==> config.mk <==
export PLATFORM = sky130hd
export DESIGN_NAME = six_bit_gpio_port_b
export DESIGN_NICKNAME = d
export VERILOG_FILES = /design/src/gpio_port_pkg.sv /design/src/six_bit_gpio_port_b.sv
export SDC_FILE = /design/constraint.sdc
export NUM_CORES = 1
export LEC_CHECK = 0
export BUFFER_PORTS_ARGS = -buffer_cell sky130_fd_sc_hd__buf_4
export CORE_UTILIZATION = 48
export DETAILED_ROUTE_END_ITERATION = 10
export PLACE_DENSITY = 0.81
export RECOVER_POWER = 50
export SLEW_MARGIN = 20
export SYNTH_ARGS = -nofsm -noshare
export SYNTH_HDL_FRONTEND = slang
export SYNTH_SLANG_ARGS = --single-unit
==> constraint.sdc <==
create_clock -name clock -period 1.2 [get_ports clock]
set_input_delay 0.3 -clock clock [delete_from_list [all_inputs] [get_ports clock]]
set_output_delay 0.3 -clock clock [all_outputs]
set_load 0.02 [all_outputs]
==> src/gpio_port_pkg.sv <==
// Package for the six-bit GPIO port: I/O addresses, field layouts, carriers.
// Assumes a CPU I/O bus with byte-wide reads and writes and single-bit ops.
package gpio_port_pkg;

  localparam int unsigned PIN_COUNT = 6;
  localparam int unsigned ADDR_W    = 6;
  localparam int unsigned DATA_W    = 8;

  // I/O space addresses and their data-space aliases
  localparam logic [ADDR_W-1:0] ADDR_PIN_SAMPLE = 6'h16;
  localparam logic [ADDR_W-1:0] ADDR_DIRECTION  = 6'h17;
  localparam logic [ADDR_W-1:0] ADDR_DATA_LATCH = 6'h18;
  localparam logic [7:0] ALIAS_PIN_SAMPLE = 8'h36;
  localparam logic [7:0] ALIAS_DIRECTION  = 8'h37;
  localparam logic [7:0] ALIAS_DATA_LATCH = 8'h38;

  localparam logic [PIN_COUNT-1:0] LATCH_RESET     = 6'h00;
  localparam logic [PIN_COUNT-1:0] DIRECTION_RESET = 6'h00;

  // Alternate-function bit positions
  localparam int unsigned BIT_CAPTURE = 0;
  localparam int unsigned BIT_COMPARE = 1;
  localparam int unsigned BIT_SS      = 2;
  localparam int unsigned BIT_MOSI    = 3;
  localparam int unsigned BIT_MISO    = 4;
  localparam int unsigned BIT_SCK     = 5;

  // Bus request: byte write, or single-bit set/clear at bit_sel
  typedef struct packed {
    logic              wr_en;
    logic              set_en;
    logic              clr_en;
    logic [ADDR_W-1:0] addr;
    logic [2:0]        bit_sel;
    logic [DATA_W-1:0] wdata;
  } io_req_s;

  typedef struct packed {
    logic [PIN_COUNT-1:0] latch;
    logic [PIN_COUNT-1:0] direction;
    logic [PIN_COUNT-1:0] sync1;
    logic [PIN_COUNT-1:0] sync2;
    logic [DATA_W-1:0]    rdata;
  } port_state_s;

endpackage : gpio_port_pkg

==> src/six_bit_gpio_port_b.sv <==
// Six-bit bidirectional GPIO port with latch, direction and pin-sample access.
// Assumes the CPU I/O bus is synchronous to clock; pins come from outside.
//
// What this block does
// - Six pins, each input or output.
// - Direction bit set/clear touches one pin.
// - Latch bit set/clear touches one pin.
// - Addresses 0x18 latch, 0x17 direction, 0x16 sample.
// - Sample read-only; latch, direction read/write.
// - Each pin has its own pull-up.
// - Latch bits 7:6 read zero, reset zero.
// - Direction bits 7:6 zero, reset all inputs.
// - Bit 0 capture input, bit 1 compare output.
// - Bits 2..5 are SPI SS, MOSI, MISO, SCK.
// - Direction one drives latch (bit 1 drives compare output when timer_compare_en); zero is input.
// - Pull-up only when input and latch one.
// - Latch read gives latch; sample gives pins.
// - Reset tri-states pins without clock.
`timescale 1ns/1ps

module six_bit_gpio_port_b #(
  parameter int unsigned PINS = gpio_port_pkg::PIN_COUNT
) (
  input  wire logic                              clock,
  input  wire logic                              sys_rst,
  input  wire gpio_port_pkg::io_req_s            io_req,
  input  wire logic                              rd_en,
  output logic [gpio_port_pkg::DATA_W-1:0]       rd_data,
  input  wire logic [gpio_port_pkg::PIN_COUNT-1:0] port_pin_in,
  output logic [gpio_port_pkg::PIN_COUNT-1:0]    port_pin_out,
  output logic [gpio_port_pkg::PIN_COUNT-1:0]    port_pin_oe_n,
  output logic [gpio_port_pkg::PIN_COUNT-1:0]    pull_up_en,
  output logic                                   timer_capture_input,
  input  wire logic                              timer_compare_output,
  input  wire logic                              timer_compare_en,
  output logic                                   spi_ss_in,
  output logic                                   spi_mosi_in,
  output logic                                   spi_miso_in,
  output logic                                   spi_sck_in
);

  if (PINS != gpio_port_pkg::PIN_COUNT) begin : g_bad_pins
    $error("six_bit_gpio_port_b serves exactly six pins");
  end

  gpio_port_pkg::port_state_s state_reg;
  gpio_port_pkg::port_state_s state_next;

  // Single-bit mask for set/clear; shared by both registers
  function automatic logic [gpio_port_pkg::PIN_COUNT-1:0] bit_mask(input logic [2:0] sel);
    logic [gpio_port_pkg::PIN_COUNT-1:0] m;
    m = '0;
    for (int i = 0; i < gpio_port_pkg::PIN_COUNT; i++) begin
      if (sel == 3'(i)) begin
        m[i] = 1'b1;
      end
    end
    return m;
  endfunction : bit_mask

  // Apply write, set or clear to a six-bit field
  function automatic logic [gpio_port_pkg::PIN_COUNT-1:0] apply_req(
    input logic [gpio_port_pkg::PIN_COUNT-1:0] cur,
    input gpio_port_pkg::io_req_s              req
  );
    logic [gpio_port_pkg::PIN_COUNT-1:0] v;
    v = cur;
    if (req.wr_en) begin
      v = req.wdata[gpio_port_pkg::PIN_COUNT-1:0];
    end else if (req.set_en) begin
      v = cur | bit_mask(req.bit_sel);
    end else if (req.clr_en) begin
      v = cur & ~bit_mask(req.bit_sel);
    end
    return v;
  endfunction : apply_req

  always_comb begin
    state_next = state_reg;
    // Sync1 is read only by sync2
    state_next.sync1 = port_pin_in;
    state_next.sync2 = state_reg.sync1;
    if (io_req.addr == gpio_port_pkg::ADDR_DATA_LATCH) begin
      state_next.latch = apply_req(state_reg.latch, io_req);
    end
    if (io_req.addr == gpio_port_pkg::ADDR_DIRECTION) begin
      state_next.direction = apply_req(state_reg.direction, io_req);
    end
    // Writes to the sample address fall through untouched
    state_next.rdata = '0;
    if (rd_en) begin
      case (io_req.addr)
        gpio_port_pkg::ADDR_DATA_LATCH:
          state_next.rdata = {2'b00, state_reg.latch};
        gpio_port_pkg::ADDR_DIRECTION:
          state_next.rdata = {2'b00, state_reg.direction};
        gpio_port_pkg::ADDR_PIN_SAMPLE:
          state_next.rdata = {2'b00, state_reg.sync2};
        default:
          state_next.rdata = '0;
      endcase
    end
  end

  always_ff @(posedge clock or posedge sys_rst) begin
    if (sys_rst) begin
      state_reg.latch     <= gpio_port_pkg::LATCH_RESET;
      state_reg.direction <= gpio_port_pkg::DIRECTION_RESET;
      state_reg.sync1     <= '0;
      state_reg.sync2     <= '0;
      state_reg.rdata     <= '0;
    end else begin
      state_reg <= state_next;
    end
  end

  assign rd_data = state_reg.rdata;

  // Direction is async-reset, so pins float the moment reset rises
  genvar n;
  for (n = 0; n < gpio_port_pkg::PIN_COUNT; n++) begin : g_pin
    if (n == gpio_port_pkg::BIT_COMPARE) begin : g_cmp
      // Compare output reaches port_pin_out whenever timer_compare_en is set, even when the pin is an input
      assign port_pin_out[n] = timer_compare_en ? timer_compare_output
                                                : state_reg.latch[n];
    end else begin : g_gp
      assign port_pin_out[n] = state_reg.latch[n];
    end
    assign port_pin_oe_n[n] = ~state_reg.direction[n];
    assign pull_up_en[n]    = ~state_reg.direction[n] & state_reg.latch[n];
  end

  // Software sets direction for alternate functions; no override here
  assign timer_capture_input = state_reg.sync2[gpio_port_pkg::BIT_CAPTURE];
  assign spi_ss_in   = state_reg.sync2[gpio_port_pkg::BIT_SS];
  assign spi_mosi_in = state_reg.sync2[gpio_port_pkg::BIT_MOSI];
  assign spi_miso_in = state_reg.sync2[gpio_port_pkg::BIT_MISO];
  assign spi_sck_in  = state_reg.sync2[gpio_port_pkg::BIT_SCK];

endmodule : six_bit_gpio_port_b

==> results.yml <==
outcome:
  status: "finished, violations left"
  violations: "negative setup slack"
layout:
  design_area_mm2: 0.00243
  mostFrequentLayoutCell: "buf_4"
  fill_cells: 219
  final_cell_mix: "buf_4, dfrtp_1, buf_6, mux2_2, clkbuf_4"
  fin_nets: 250
  syn_to_final_growth_pct: 49.5
  fin_util_pct: 77.6
  layout-drive-gt1-share_pct: 58.4
  final_cells: 263
  antenna_cells: 0
sta:
  fmax_mhz: 707
  worst_slew_pin_slew_ns: 0.738
  period_share_pct: 118
  slew_headroom_pct: 50.8
  maxSlewViolCount: 0
  period_needed_ns: 1.41
  tns_ns: -1.39
  holdWs_ns: 0.0919
  rsz0062_at_grt: "yes"
  hold_viol: 0
  finalSetupViolCount: 16
  clock_skew_ns: 0.00854
  final.setup.worst_slack_ns: -0.214
global_routing:
  grtUsageMet1_pct: 27.3
  busiest_layer: "met2"
  grt_pass1_vias: 1515
  grt_start_max_net_pins: 31
  grt_pass1_wl_um: 6640
  grtUsageTotal_pct: 25.7
  grt.met3_usage_pct: 5.63
  grt_overflow: 0
  grt_antenna_before_repair: 0
  use_met2_pct: 46.0
clock_network:
  clk_latency_ns: 0.33
  cts_tree: "built"
  numCtsBuffers: 5
  cts_max_level: 2
  clockRootBuffer: "clkbuf_4"
  postCtsHoldBufs: 0
  clockBufferDepth: 2
  cts.sinks: 30
  clkTransAtPathRegs_ns: 0.10
placement:
  dp.cells: 240
  gp_congestion: 0.815
  portBuffers: 57
  dpl_cell_area_mm2: 0.00211
  dp_hpwl_um: 2970
worst_setup_path:
  endpoint_kind: "primary output"
  ff2ff_path_depth: 4
  timing.rr.end: "rd_data[0]$_DFF_PP0_"
  crit_arrival_ns: 1.11
  worst_setup_path_start_kind: "register"
  r2r_slack_ns: 0.03
  critPathMaxFanout: 3
  cp_data_required_time_ns: 0.90
  critical_path_class: "reg2out"
  crit_end: "port_pin_out[1]"
die:
  die_w_um: 60.2
  initial_utilization_pct: 51.9
  die_area_mm2: 0.00362
  die_h_um: 60.2
  core_area_mm2: 0.00313
  placementRows: 20
  pin_count: 62
routing:
  vias: 1427
  drt-initial-drc-count: 39
  ant_nets: 0
  viasPerCell: 5.43
  first_pass_iters: 4
  drc: 0
  drt-total-wl_um: 4390
  wl_per_cell_um: 16.7
power_and_ir_drop:
  power_density_mw_per_mm2: 1080
  vdd_drop_max_v: 0.000830
  p_leak_nw: 1.16
synth:
  syn_inst: 146
  syn_area_mm2: 0.00162
  synth_top_area_share_pct: 46.2
  ys_ff_latch: 30
  yosysSeqAreaShare_pct: 46.2
  synth_area_leaders: "dfrtp_1, mux2_2, o2111ai_1"
  ys.warnings.count: 0
  synth_cell_types: 26
  synth_top_cell_by_area: "dfrtp_1"
  synth_area_per_cell_um2: 11.1
worst_hold_path:
  hold_path.class: "in2reg"
job:
  max_cap_viol_count: 0
report_power, final:
group,switching [mW],internal [mW]
Combinational,0.312,0.363
Clock,0.337,0.485
Sequential,0.0568,1.07
cell usage after synthesis:
| master | number |
|---|---|
| conb_1 | 1 |
| nand2_1 | 8 |
| o31ai_1 | 3 |
| clkbuf_1 | 1 |
| nor3b_1 | 3 |
| nor4b_4 | 1 |
| o31a_2 | 1 |
| nand2b_1 | 2 |
| clkbuf_4 | 2 |
| nor2b_1 | 6 |
| and2b_1 | 1 |
| a21boi_0 | 6 |
| dfrtp_1 | 30 |
| or3_1 | 1 |
| inv_1 | 8 |
| buf_6 | 2 |
| buf_2 | 6 |
| nor3_1 | 1 |
| buf_4 | 13 |
| mux2_2 | 14 |
| o41ai_1 | 3 |
| and4bb_2 | 2 |
| o2111ai_1 | 12 |
| nand3_1 | 12 |
| and3b_1 | 2 |
| mux2_1 | 5 |
per-stage QoR:
stage	setup slack, ns	total power, mW
floorplan	-0.246	1.45
global placement	-0.339	1.65
detailed placement	-0.385	1.67
CTS	-0.227	2.56
global route	-0.251	2.72
finish	-0.214	2.62
what timing repair did:
action | in CTS | in global routing
pin swaps | 0 | 1
buffers inserted | 11 | 5
endpoints found under the hold margin | 0 | 0
gates resized for setup | 12 | 22
endpoints found under the setup margin | 24 | 23
how the worst min path moves through the flow:
stage	start	end	slack [ns]	cells after the start
2_1_floorplan	state_next[12]$_DFF_PP0_	spi_miso_in$_DFF_PP0_	0.33	0
3_3_place_gp	state_next[13]$_DFF_PP0_	spi_sck_in$_DFF_PP0_	0.33	0
3_5_place_dp	state_next[11]$_DFF_PP0_	spi_mosi_in$_DFF_PP0_	0.33	0
4_1_cts	sys_rst	spi_ss_in$_DFF_PP0_	0.04	3
5_1_grt	port_pin_in[2]	state_next[10]$_DFF_PP0_	0.08	1
6_report	port_pin_in[4]	state_next[12]$_DFF_PP0_	0.09	1
per-layer routing:
metal	wire length (µm)	vias to the layer above
met4	143	0
met1	1680	694
met3	206	16
li1	-	658
met2	2360	59
met5	0	-
cell families (layout without fill, tap and decap cells):
group / Yosys count / after routing / share of synthesized area, %
muxes: 19 / 19 / 13.2
buffers and inverters: 32 / 104 / 12.2
other: 1 / 2 / 0.231
AOI/OAI and AO/OA: 25 / 25 / 12.9
and+or+nand+nor: 39 / 39 / 15.3
DFF: 30 / 30 / 46.2
critical path: stages (launching register included):
cell and delay (ns):
dfrtp_1 0.39, mux2_2 0.27, buf_6 0.13
layout make-up:
type,count,area (µm²),share of cell area (%)
multi-input cells,85,753,31.0
clock buffers,6,51.3,2.11
well taps,44,55.1,2.27
inverters,8,30.0,1.24
clock inverters,1,30.0,1.24
repair buffers,89,757,31.2
flip-flops and latches,30,752,31.0
Power figures use the tool's default switching activity.
